--- src/verilog/mmr_regs.vh ---
`ifndef MMR_REGS_VH
`define MMR_REGS_VH

// Register indices as seen on the register port.
`define MMR_OFS_PHASE_A_CURRENT 12'h440
`define MMR_OFS_PHASE_B_CURRENT 12'h442
`define MMR_OFS_PHASE_C_CURRENT 12'h444
`define MMR_OFS_SENSE_GAIN 12'h468
`define MMR_OFS_VOLTAGE_RANGE 12'h472
`define MMR_OFS_SUPPLY_VOLTAGE 12'h476
`define MMR_OFS_PHASE_A_VOLTAGE 12'h47A
`define MMR_OFS_PHASE_B_VOLTAGE 12'h47C
`define MMR_OFS_PHASE_C_VOLTAGE 12'h47E
`define MMR_OFS_ANGLE_SINE 12'h4B6
`define MMR_OFS_ANGLE_COSINE 12'h4B8

// Widths.
`define MMR_ADDR_W 12
`define MMR_WORD_W 32
`define MMR_HALF_W 16
`define MMR_CODE_W 2

// Reset values.
`define MMR_RST_WORD 32'h00000000
`define MMR_RST_HALF 16'h0000
`define MMR_RST_CODE 2'h0

// Fixed-point scaling: values carry 27 fraction bits.
`define MMR_FRAC_BITS 27

// Sense gain codes, relative to the top sense amplifier gain.
`define MMR_SENSE_GAIN_X8 2'h0
`define MMR_SENSE_GAIN_X4 2'h1
`define MMR_SENSE_GAIN_X2 2'h2
`define MMR_SENSE_GAIN_X1 2'h3

// Voltage range codes (full scale).
`define MMR_RANGE_60V 2'h0
`define MMR_RANGE_30V 2'h1
`define MMR_RANGE_15V 2'h2

`endif

--- src/verilog/mmr_isd_capture.v ---
`timescale 1ns/1ps
`include "mmr_regs.vh"

module mmr_isd_capture (
  input wire clk, // System clock.
  input wire reset_n, // Asynchronous reset, active low.
  input wire detect_active, // Initial speed detection in progress.
  input wire sample, // One-cycle strobe: phase voltages valid.
  input wire [`MMR_WORD_W-1:0] volt_a, // Phase A voltage sample.
  input wire [`MMR_WORD_W-1:0] volt_b, // Phase B voltage sample.
  input wire [`MMR_WORD_W-1:0] volt_c, // Phase C voltage sample.
  output reg [`MMR_WORD_W-1:0] cap_a, // Captured phase A voltage.
  output reg [`MMR_WORD_W-1:0] cap_b, // Captured phase B voltage.
  output reg [`MMR_WORD_W-1:0] cap_c, // Captured phase C voltage.
  output reg captured // A capture happened in the present or the last detection.
);

  reg detect_prev;
  wire take;
  wire detect_start;

  // Samples outside a detection are ignored so the last detection result stays readable.
  assign take = detect_active & sample;
  assign detect_start = detect_active & ~detect_prev;

  always @(posedge clk or negedge reset_n) begin
    if (!reset_n) begin
      cap_a <= `MMR_RST_WORD;
      cap_b <= `MMR_RST_WORD;
      cap_c <= `MMR_RST_WORD;
      captured <= 1'b0;
      detect_prev <= 1'b0;
    end else begin
      detect_prev <= detect_active;
      if (take) begin
        cap_a <= volt_a;
        cap_b <= volt_b;
        cap_c <= volt_c;
      end
      // A capture in the first cycle of a detection wins over the clear.
      if (take) begin
        captured <= 1'b1;
      end else if (detect_start) begin
        captured <= 1'b0;
      end
    end
  end

endmodule

--- src/verilog/mmr_readback.v ---
// How it works
// - Three phase currents are held as 32-bit two's complement words.
// - Sense gain indicator is 16 bits; codes 0 to 3 mean gain x8, x4, x2, x1.
// - Voltage range indicator is 16 bits; codes 0, 1, 2 mean 60 V, 30 V, 15 V.
// - Supply bus voltage is an unsigned 32-bit word scaled by 60 over 2^27.
// - Phase voltages A, B, C are captured during initial speed detection.
// - Sine of commutation angle is a 32-bit two's complement word.
// - Cosine of commutation angle uses the same 32-bit signed scaling.
// - Every register of the bank reads zero after reset.
//
// Our own choice: strobed register access.
`timescale 1ns/1ps
`include "mmr_regs.vh"

module mmr_readback (
  input wire CLK, // System clock, 40 MHz.
  input wire RESET_N, // Asynchronous reset, active low.
  input wire [`MMR_ADDR_W-1:0] ADDR, // Register index.
  input wire [`MMR_WORD_W-1:0] WDATA, // Write data, never stored.
  input wire WR, // Write strobe, one cycle.
  input wire RD, // Read strobe, one cycle.
  output reg [`MMR_WORD_W-1:0] RDATA, // Read data, cycle after RD.
  output reg WR_IGNORED, // Pulse: a host write to a mapped index was discarded.
  output reg ADDR_UNMAPPED, // Pulse: access to an unmapped index.
  input wire CUR_UPDATE, // Strobe: new phase currents.
  input wire [`MMR_WORD_W-1:0] CUR_A, // Phase A current.
  input wire [`MMR_WORD_W-1:0] CUR_B, // Phase B current.
  input wire [`MMR_WORD_W-1:0] CUR_C, // Phase C current.
  input wire SENSE_GAIN_UPDATE, // Strobe: new sense gain code.
  input wire [`MMR_CODE_W-1:0] SENSE_GAIN_CODE, // Sense gain code.
  input wire RANGE_UPDATE, // Strobe: new voltage range code.
  input wire [`MMR_CODE_W-1:0] RANGE_CODE, // Voltage range code.
  output reg CODE_REJECTED, // Pulse: reserved range code dropped.
  input wire SUPPLY_UPDATE, // Strobe: new supply bus voltage.
  input wire [`MMR_WORD_W-1:0] SUPPLY_VALUE, // Supply bus voltage.
  input wire INITIAL_SPEED_DETECT, // Initial speed detection running.
  input wire PHASE_V_SAMPLE, // Strobe: phase voltages valid.
  input wire [`MMR_WORD_W-1:0] PHASE_V_A, // Phase A voltage.
  input wire [`MMR_WORD_W-1:0] PHASE_V_B, // Phase B voltage.
  input wire [`MMR_WORD_W-1:0] PHASE_V_C, // Phase C voltage.
  output wire PHASE_V_CAPTURED, // A capture happened in this or the last detection.
  input wire ANGLE_UPDATE, // Strobe: new sine and cosine.
  input wire [`MMR_WORD_W-1:0] ANGLE_SINE, // Sine of commutation angle.
  input wire [`MMR_WORD_W-1:0] ANGLE_COSINE // Cosine of commutation angle.
);

  reg [`MMR_WORD_W-1:0] phase_a_current_reading;
  reg [`MMR_WORD_W-1:0] phase_b_current_reading;
  reg [`MMR_WORD_W-1:0] phase_c_current_reading;
  reg [`MMR_CODE_W-1:0] sense_amp_gain_indicator;
  reg [`MMR_CODE_W-1:0] voltage_range_indicator;
  reg [`MMR_WORD_W-1:0] supply_bus_voltage;
  reg [`MMR_WORD_W-1:0] angle_sine_value;
  reg [`MMR_WORD_W-1:0] angle_cosine_value;
  wire [`MMR_WORD_W-1:0] phase_a_voltage_capture;
  wire [`MMR_WORD_W-1:0] phase_b_voltage_capture;
  wire [`MMR_WORD_W-1:0] phase_c_voltage_capture;
  wire range_code_ok;
  wire addr_hit;
  reg [`MMR_WORD_W-1:0] next_rdata;

  // Index decode, shared by the read and the write paths.
  function is_mapped;
    input [`MMR_ADDR_W-1:0] idx;
    begin
      case (idx)
        `MMR_OFS_PHASE_A_CURRENT,
        `MMR_OFS_PHASE_B_CURRENT,
        `MMR_OFS_PHASE_C_CURRENT,
        `MMR_OFS_SENSE_GAIN,
        `MMR_OFS_VOLTAGE_RANGE,
        `MMR_OFS_SUPPLY_VOLTAGE,
        `MMR_OFS_PHASE_A_VOLTAGE,
        `MMR_OFS_PHASE_B_VOLTAGE,
        `MMR_OFS_PHASE_C_VOLTAGE,
        `MMR_OFS_ANGLE_SINE,
        `MMR_OFS_ANGLE_COSINE: is_mapped = 1'b1;
        default: is_mapped = 1'b0;
      endcase
    end
  endfunction

  // Places a gain or range code in the low bits of a 16-bit field.
  function [`MMR_WORD_W-1:0] half_word;
    input [`MMR_CODE_W-1:0] code;
    reg [`MMR_HALF_W-1:0] field;
    begin
      field = {{(`MMR_HALF_W-`MMR_CODE_W){1'b0}}, code};
      half_word = {{(`MMR_WORD_W-`MMR_HALF_W){1'b0}}, field};
    end
  endfunction

  // Read multiplexer; unmapped indices and idle cycles read zero. It is an open case and
  // not a function, since registers read inside a function body would not wake the process.
  always @* begin
    next_rdata = `MMR_RST_WORD;
    if (RD) begin
      case (ADDR)
        `MMR_OFS_PHASE_A_CURRENT: next_rdata = phase_a_current_reading;
        `MMR_OFS_PHASE_B_CURRENT: next_rdata = phase_b_current_reading;
        `MMR_OFS_PHASE_C_CURRENT: next_rdata = phase_c_current_reading;
        `MMR_OFS_SENSE_GAIN: next_rdata = half_word(sense_amp_gain_indicator);
        `MMR_OFS_VOLTAGE_RANGE: next_rdata = half_word(voltage_range_indicator);
        `MMR_OFS_SUPPLY_VOLTAGE: next_rdata = supply_bus_voltage;
        `MMR_OFS_PHASE_A_VOLTAGE: next_rdata = phase_a_voltage_capture;
        `MMR_OFS_PHASE_B_VOLTAGE: next_rdata = phase_b_voltage_capture;
        `MMR_OFS_PHASE_C_VOLTAGE: next_rdata = phase_c_voltage_capture;
        `MMR_OFS_ANGLE_SINE: next_rdata = angle_sine_value;
        `MMR_OFS_ANGLE_COSINE: next_rdata = angle_cosine_value;
        default: next_rdata = `MMR_RST_WORD;
      endcase
    end
  end

  // Code 3 has no meaning as a range, so it is dropped rather than shown.
  assign range_code_ok = (RANGE_CODE == `MMR_RANGE_60V) ||
                         (RANGE_CODE == `MMR_RANGE_30V) ||
                         (RANGE_CODE == `MMR_RANGE_15V);
  assign addr_hit = is_mapped(ADDR);

  mmr_isd_capture u_isd_capture (
    .clk(CLK),
    .reset_n(RESET_N),
    .detect_active(INITIAL_SPEED_DETECT),
    .sample(PHASE_V_SAMPLE),
    .volt_a(PHASE_V_A),
    .volt_b(PHASE_V_B),
    .volt_c(PHASE_V_C),
    .cap_a(phase_a_voltage_capture),
    .cap_b(phase_b_voltage_capture),
    .cap_c(phase_c_voltage_capture),
    .captured(PHASE_V_CAPTURED)
  );

  // The three currents load together so a read sees one consistent set.
  always @(posedge CLK or negedge RESET_N) begin
    if (!RESET_N) begin
      phase_a_current_reading <= `MMR_RST_WORD;
      phase_b_current_reading <= `MMR_RST_WORD;
      phase_c_current_reading <= `MMR_RST_WORD;
    end else if (CUR_UPDATE) begin
      phase_a_current_reading <= CUR_A;
      phase_b_current_reading <= CUR_B;
      phase_c_current_reading <= CUR_C;
    end
  end

  // Every 2-bit code is a valid sense gain, so all updates are taken.
  always @(posedge CLK or negedge RESET_N) begin
    if (!RESET_N) begin
      sense_amp_gain_indicator <= `MMR_RST_CODE;
    end else if (SENSE_GAIN_UPDATE) begin
      sense_amp_gain_indicator <= SENSE_GAIN_CODE;
    end
  end

  always @(posedge CLK or negedge RESET_N) begin
    if (!RESET_N) begin
      voltage_range_indicator <= `MMR_RST_CODE;
      CODE_REJECTED <= 1'b0;
    end else begin
      CODE_REJECTED <= RANGE_UPDATE & ~range_code_ok;
      if (RANGE_UPDATE && range_code_ok) begin
        voltage_range_indicator <= RANGE_CODE;
      end
    end
  end

  always @(posedge CLK or negedge RESET_N) begin
    if (!RESET_N) begin
      supply_bus_voltage <= `MMR_RST_WORD;
    end else if (SUPPLY_UPDATE) begin
      supply_bus_voltage <= SUPPLY_VALUE;
    end
  end

  // Sine and cosine load as a pair so they always belong to one angle.
  always @(posedge CLK or negedge RESET_N) begin
    if (!RESET_N) begin
      angle_sine_value <= `MMR_RST_WORD;
      angle_cosine_value <= `MMR_RST_WORD;
    end else if (ANGLE_UPDATE) begin
      angle_sine_value <= ANGLE_SINE;
      angle_cosine_value <= ANGLE_COSINE;
    end
  end

  // Host port. Write data is never stored anywhere; a write only raises a flag.
  always @(posedge CLK or negedge RESET_N) begin
    if (!RESET_N) begin
      RDATA <= `MMR_RST_WORD;
      WR_IGNORED <= 1'b0;
      ADDR_UNMAPPED <= 1'b0;
    end else begin
      RDATA <= next_rdata;
      WR_IGNORED <= WR & addr_hit;
      ADDR_UNMAPPED <= (WR | RD) & ~addr_hit;
    end
  end

endmodule

--- config.mk ---
export PLATFORM = sky130hd
export DESIGN_NAME = mmr_readback
export DESIGN_NICKNAME = d
export VERILOG_FILES = /design/src/verilog/mmr_isd_capture.v /design/src/verilog/mmr_readback.v
export VERILOG_INCLUDE_DIRS = /design/src /design/src/verilog
export SDC_FILE = /design/constraint.sdc
export NUM_CORES = 1
export LEC_CHECK = 0
export BUFFER_PORTS_ARGS = -buffer_cell sky130_fd_sc_hd__buf_2
export CAP_MARGIN = 20
export CORE_ASPECT_RATIO = 1.1
export CORE_UTILIZATION = 57
export DETAILED_ROUTE_END_ITERATION = 16
export GPL_TIMING_DRIVEN = 0
export PLACE_DENSITY = 0.85
export SETUP_SLACK_MARGIN = 0.05
export SLEW_MARGIN = 25
export SYNTH_ARGS = -nofsm -noshare
export SYNTH_HDL_FRONTEND = slang
export SYNTH_HIERARCHICAL = 1
export SYNTH_SLANG_ARGS = --single-unit
--- constraint.sdc ---
create_clock -name CLK -period 2.5 [get_ports CLK]
set_input_delay 0.125 -clock CLK [delete_from_list [all_inputs] [get_ports CLK]]
set_output_delay 0.125 -clock CLK [all_outputs]
set_load 0.1 [all_outputs]
## Word-level counts from Yosys, hierarchy flattened

Index checks and enable logic that the tools add are counted.

| storage, ports and cells | value |
|---|---|
| bits in registers | 329 |
| input port bits | 347 |
| output and inout bits | 36 |
| word-level logic and storage cells | 50 |

| cells by class | value |
|---|---|
| bitwise gates (word level) | 9 |
| multiplexer cells | 5 |
| eq/ne operators | 13 |
| reductions and logical operators | 6 |

Operators with widths:

| cell | count |
|---|---|
| $pmux 32 s11 | 1 |
| $eq 12x11->1 const B | 11 |
| $mux 32 | 1 |
| $reduce_or 11->1 | 1 |
| $and 1x1->1 | 5 |
| $mux 1 | 3 |
| $not 1->1 | 3 |
| $eq 2x1->1 const B | 1 |
| $eq 2x2->1 const B | 1 |
| $logic_not 2->1 | 1 |
| $logic_or 1x1->1 | 2 |
| $reduce_bool 2->1 | 1 |
| $logic_and 1x1->1 | 1 |
| $or 1x1->1 | 1 |

## Depth between registers and ports, before layout

| depth | value |
|---|---|
| depth in word-level cells | 5 |
| gate-level depth with buffers | 8 |
| mapped depth without buffers | 5 |

## By module

Netlist, hierarchy kept.

By module, submodules not included:

| module | times used | area each (um2) | sequential area each (um2) | cells an instance |
|---|---|---|---|---|
| mmr_readback | 1 | 10630.2 | 5780.5 | 840 |
| mmr_isd_capture | 1 | 3738.6 | 2452.4 | 208 |

## Worst setup path after synthesis

No wires, ideal clock.

| path | value |
|---|---|
| path kind | in2reg |
| from | input port ADDR[9] |
| to | register RDATA[21] |
| buffers on the path | 1 |
| cell stages on the path | 6 |
| slack | 0.774 ns |
| arrival time | 1.643 ns |
| setup time | 0.084 ns |
| data required time | 2.416 ns |
| cell sequence | or4b_4 -> or4_4 -> buf_6 -> nor2_1 -> a31oi_1 -> a41oi_2 |

| on the way | value |
|---|---|
| longest elaborated chain between the ends | 3 |
| elaborated cells between the ends (all ways) | 13 |
| those cells by class | eq/ne: 11; mux: 2 |

RTL lines:

| what | RTL line | source |
|---|---|---|
| start, declared | mmr_readback.v:18 | `` input wire [`MMR_ADDR_W-1:0] ADDR, `` |
| $eq 12x11->1 | mmr_readback.v:98 | `case (ADDR)` |
| $pmux 32 s11 (*) | mmr_readback.v:98 |  |
| $mux 32 (*) | mmr_readback.v:97 | `if (RD) begin` |
| named net next_rdata[21] | mmr_readback.v:60 | `` reg [`MMR_WORD_W-1:0] next_rdata; `` |
| end signal, assigned | mmr_readback.v:191 | `` RDATA <= `MMR_RST_WORD; `` |
| end signal, assigned | mmr_readback.v:195 | `RDATA <= next_rdata;` |
| end, declared | mmr_readback.v:22 | `` output reg [`MMR_WORD_W-1:0] RDATA, `` |

Mark *: on every way through the listed nets, which the timed path passes. The rest lies on a longest branch.
A chain may end at the register's enable or synchronous reset.

## Worst setup path after layout

| path | value |
|---|---|
| from | input port ADDR[2] |
| to | register ADDR_UNMAPPED |

| on the way | value |
|---|---|
| longest elaborated chain between the ends | 5 |
| elaborated cells between the ends (all ways) | 15 |
| those cells by class | eq/ne: 11; mux: 1; bitwise: 2; reduce/logical: 1 |

RTL lines:

| what | RTL line | source |
|---|---|---|
| $eq 12x11->1 | mmr_readback.v:66 | `case (idx)` |
| $reduce_or 11->1 (*) | mmr_readback.v:66 |  |
| $mux 1 (*) | mmr_readback.v:66 |  |
| $not 1->1 (*) | mmr_readback.v:197 | `ADDR_UNMAPPED <= (WR \| RD) & ~addr_hit;` |
| $and 1x1->1 (*) | mmr_readback.v:197 |  |
| end signal, assigned | mmr_readback.v:197 |  |
| end, declared | mmr_readback.v:24 | `output reg ADDR_UNMAPPED,` |

Mark *: on every way between the ends. The rest lies on a longest branch, timed or not.

==> run summary <==
The number of cell rows is 60. Sorting the synthesized cells by area gives the leading types as sky130_fd_sc_hd__dfrtp_1 57%, sky130_fd_sc_hd__mux2_2 21%, sky130_fd_sc_hd__mux2i_1 3.7%, sky130_fd_sc_hd__a22oi_1 3.0%, sky130_fd_sc_hd__mux2_4 3.0%. After detailed routing, the total wire length is 57.7 mm. Once the clock tree was built, the resizer swapped 0 gates to a different size. The count of port buffers added during placement works out to 347. Number of enable-type register cells in the synthesized netlist: 0. The post-route fraction of the period consumed by the critical path is 87.0%, and the share of Yosys cell area claimed by the top area cell type is 57.3%.

Clock-pin slew was measured on the worst setup and hold paths at 60 ps. The first global-routing pass estimated 84.9 mm of wire. From synthesis to final layout, the design area changed by 44.7%.

The clock passes through at most 3 buffers. The clock tree synthesis step divided the H-tree into 2 levels. For the final count of pins violating max slew, the log shows 0. In the synthesized netlist the async set-or-reset flop fraction comes to 100%. The compound-cell area share of the yosys netlist was 7.88%; the number of violations reported at the end of detailed-routing iteration 0 was 1,248.

The run gives 0 as the number of hold violations in the final report. The number of global-route vias before repair came out at 14,292. The horizontal extent of the die was 153 um; the worst relative slew slack was 31.2%. Sequential cells were found to cover 57.3% of the synthesized design area. The final route contains 12,937 vias. The final reports fail on DRC.

The analysis attributes to cell leakage a power of 9.37 nW. Clock tree synthesis inserted a total of 36 buffers. Setup slack on the critical path of the routed design comes to 325 ps. After synthesis, the mean cell area works out to 13.7 um2. The routing usage on met1 is 50.2%, and the area of all placed cells without fillers is 20,800 um2. In this run the power spent charging and discharging nets is 0.00350 W.

The most common cell in the synthesized netlist is sky130_fd_sc_hd__dfrtp_1. The run gives 45.3% as the power share of the sequential group. After detailed routing, the number of remaining DRC violations is 2.

Cells fill 84.4% of the core in the end. The run finished, with violations left. The instance count of the mapped netlist is 1,048.

The floorplan step defined a core boundary enclosing 24,600 um2. For the post-place setup slack, the log shows 0.343 ps. Timing would allow up to 460 MHz.

The shortest clock period the worst path allows after layout is 2180 ps. The share of cells above drive strength 1 was 42.4%; the xor and xnor fraction of the mapped netlist area was 0%. Summing all placed instances gives a cell area of 16,600 um2. The synthesis warning total is 6. In this run, post-CTS hold repair placed 300 buffers. Routability-driven placement finished with a final weighted congestion of 0.959. For the final database, setup skew stands at 15.2 ps. The mapped netlist covers 14,400 um2. For the worst-skew pair, the clock arrives at the later sink with an insertion delay of 520 ps. The main combinational cell family by area after synthesis is multiplexers.

For the initial antenna violation count, the log shows 4. TritonCTS built the clock tree. In the synthesized netlist, mux cells make up 28.0% of the area. The routing usage on met3 is 12.7%. Synthesis produced a netlist with a net count of 1,395. After detailed routing, the number of vias per cell comes to 6.24.

The run gives 0.000642 V as the largest vdd supply drop. The cell accounting for the most synthesized area is sky130_fd_sc_hd__dfrtp_1. Setup repair after global routing left no endpoint under its margin. The min-delay analysis places its worst path in the category in -> reg.

The commonest register cell after synthesis is sky130_fd_sc_hd__dfrtp_1. Number of antenna-violating nets in the routed design: 0. In the global route stage, met2 resource usage came out at 75.0%. The part of the total power dissipated in the clock network is 39.8%, and the total power per unit cell area is 664 nW/um2. The tools report the number of max-cap violations as 0. Synthesis inferred 329 register bits. STA classifies the critical path startpoint as a primary input.

The internal portion of the total power is 0.0103 W. STA puts the critical path data required time at 2940 ps. In the final layout, the multi-input gates occupy 5790 um2. The floorplan step defined a die boundary enclosing 25,800 um2. The commonest cells after synthesis are 329 x sky130_fd_sc_hd__dfrtp_1, 271 x sky130_fd_sc_hd__mux2_2, 58 x sky130_fd_sc_hd__a22oi_1. The tools report the final-stage net count as 2,083. STA classifies the critical path endpoint as a flop. Cell at the root of the clock tree: sky130_fd_sc_hd__clkbuf_16. The setup violation total in the final timing report was 0; the net switching fraction of the power was 25.4%.

The arrival time of the worst setup path came out at 2620 ps. Actual transition at the worst max-transition pin: 1030 ps. Yosys mapped the design onto 51 distinct sky130hd cell types.

For this configuration, the core starts out at a cell density of 58.4%. The number of primary I/O pins is 383. The synthesized netlist devotes 0% of its cell area to adder and majority cells. The critical path is of the in -> reg type. The layer flagged by global routing as most heavily used is met2. Of all nets on the critical path, the largest fanout is 10.

The post-synthesis share of cell area spent on and, or, nand and nor gates was 4.48%; the per-cell routed wire length was 27.8 um. The vertical die dimension came out at 169 um. The layout has 1,173 filler cells. For the flip-flop and latch area, the log shows 8230 um2.

The overflow left after global routing is 0, and the power share of the combinational group is 14.9%. Global routing consumed, over all layers together, 45.0% of the routing resources. The maximum number of pins on one net before global-route repair is 98. Detailed placement finished with a half-perimeter wire length of 33.0 mm. After clock tree synthesis, the setup repair step added 0 buffers. For the clock sink total, the log shows 329. The number of iterations in the first detailed-routing pass is 13.
==> worst max-delay path, stage by stage <==
cell and delay, ps:
sky130_fd_sc_hd__buf_2 90, sky130_fd_sc_hd__buf_2 250, sky130_fd_sc_hd__buf_2 350, sky130_fd_sc_hd__buf_1 810, sky130_fd_sc_hd__nand3b_1 240, sky130_fd_sc_hd__o211a_1 160
sky130_fd_sc_hd__dlygate4sd3_1 580
==> sequential cells by signal, indices dropped and copies added, names as in the netlist, 32 cells and up <==
register	cells
phase_c_current_reading	32
u_isd_capture/cap_b	32
angle_cosine_value	32
RDATA	32
phase_b_current_reading	32
supply_bus_voltage	32
phase_a_current_reading	32
angle_sine_value	32
u_isd_capture/cap_a	32
u_isd_capture/cap_c	32
==> stage by stage <==
stage	TNS (ps)	hold slack [ps]	instances	power, W
floorplan	0	-171	1048	0.00708
finish	0	19.2	2073	0.0138
global placement	-1561800	272	1705	0.00769
CTS	0	9.79	2070	0.0135
global route	0	32.5	2072	0.0141
detailed placement	0	59.2	1708	0.00779
==> worst paths after layout <==
kind                       cells after the start                                      to  slack [ps]                               startpoint
min reg2reg                                    1     u_isd_capture/cap_c[31]$_DFFE_PN0P_         500      u_isd_capture/cap_c[31]$_DFFE_PN0P_
min                                            2      supply_bus_voltage[31]$_DFFE_PN0P_          20                            SUPPLY_UPDATE
max                                            7                 ADDR_UNMAPPED$_DFF_PN0_         320                                  ADDR[2]
min in group asynchronous                      2  phase_c_current_reading[0]$_DFFE_PN0P_         110                                  RESET_N
max in group asynchronous                      4     u_isd_capture/cap_b[16]$_DFFE_PN0P_        1110                                  RESET_N
max reg2reg                                    4                     RDATA[27]$_DFF_PN0_         840  phase_c_current_reading[27]$_DFFE_PN0P_
==> power groups by stage <==
stage / registers (W) / logic [W] / clock network, W
2_1_floorplan: 0.00619 / 0.000887 / 0
3_3_place_gp: 0.00623 / 0.00146 / 0
3_5_place_dp: 0.00627 / 0.00153 / 0
4_1_cts: 0.00618 / 0.00192 / 0.00540
5_1_grt: 0.00628 / 0.00215 / 0.00568
6_report: 0.00625 / 0.00206 / 0.00549
==> kinds of logic (layout without fill, tap and decap cells) <==
| logic type | Yosys count | in the layout |
|---|---|---|
| muxes | 353 | 353 |
| buffers and inverters | 72 | 784 |
| other | 0 | 3 |
| and+or+nand+nor | 123 | 123 |
| AOI/OAI and AO/OA | 171 | 171 |
| DFF | 329 | 329 |
==> cells in the final DEF (no fill, tap or decap), types with 3 or more instances in the layout <==
cell	n
sky130_fd_sc_hd__a21oi_1	31
sky130_fd_sc_hd__a22o_1	3
sky130_fd_sc_hd__a22oi_1	58
sky130_fd_sc_hd__a31oi_1	29
sky130_fd_sc_hd__and2_1	3
sky130_fd_sc_hd__and3_1	3
sky130_fd_sc_hd__buf_1	9
sky130_fd_sc_hd__buf_16	3
sky130_fd_sc_hd__buf_2	368
sky130_fd_sc_hd__buf_6	6
sky130_fd_sc_hd__bufinv_16	3
sky130_fd_sc_hd__clkbuf_1	40
sky130_fd_sc_hd__clkbuf_16	37
sky130_fd_sc_hd__clkbuf_8	8
sky130_fd_sc_hd__clkinv_2	4
sky130_fd_sc_hd__dfrtp_1	329
sky130_fd_sc_hd__diode_2	3
sky130_fd_sc_hd__dlygate4sd3_1	300
sky130_fd_sc_hd__inv_1	3
sky130_fd_sc_hd__mux2_2	271
sky130_fd_sc_hd__mux2_4	29
sky130_fd_sc_hd__mux2i_1	53
sky130_fd_sc_hd__nand2_1	45
sky130_fd_sc_hd__nor2_1	37
sky130_fd_sc_hd__nor2b_1	6
sky130_fd_sc_hd__nor4b_2	3
sky130_fd_sc_hd__o21ai_0	33
==> metal layers <==
metal  part of all wire [%]  up-vias  routed length [um]
met1                     34     6348               19700
met2                     48     1041               27900
met4                    7.6        2                4360
met3                    9.8      348                5660
li1                       -     5198                   -
met5                  0.026        -                  15
==> final cells by class <==
cell class | count | share of cell area (%)
tap | 310 | 1.87
antenna | 3 | 0.0361
clock buffer | 53 | 5.13
timing repair buffer | 650 | 23.2
multi-input combinational | 647 | 27.9
buffer | 69 | 1.59
inverter | 3 | 0.0542
clock inverter | 9 | 0.608
sequential | 329 | 39.6
Power figures use the tool's default switching activity.
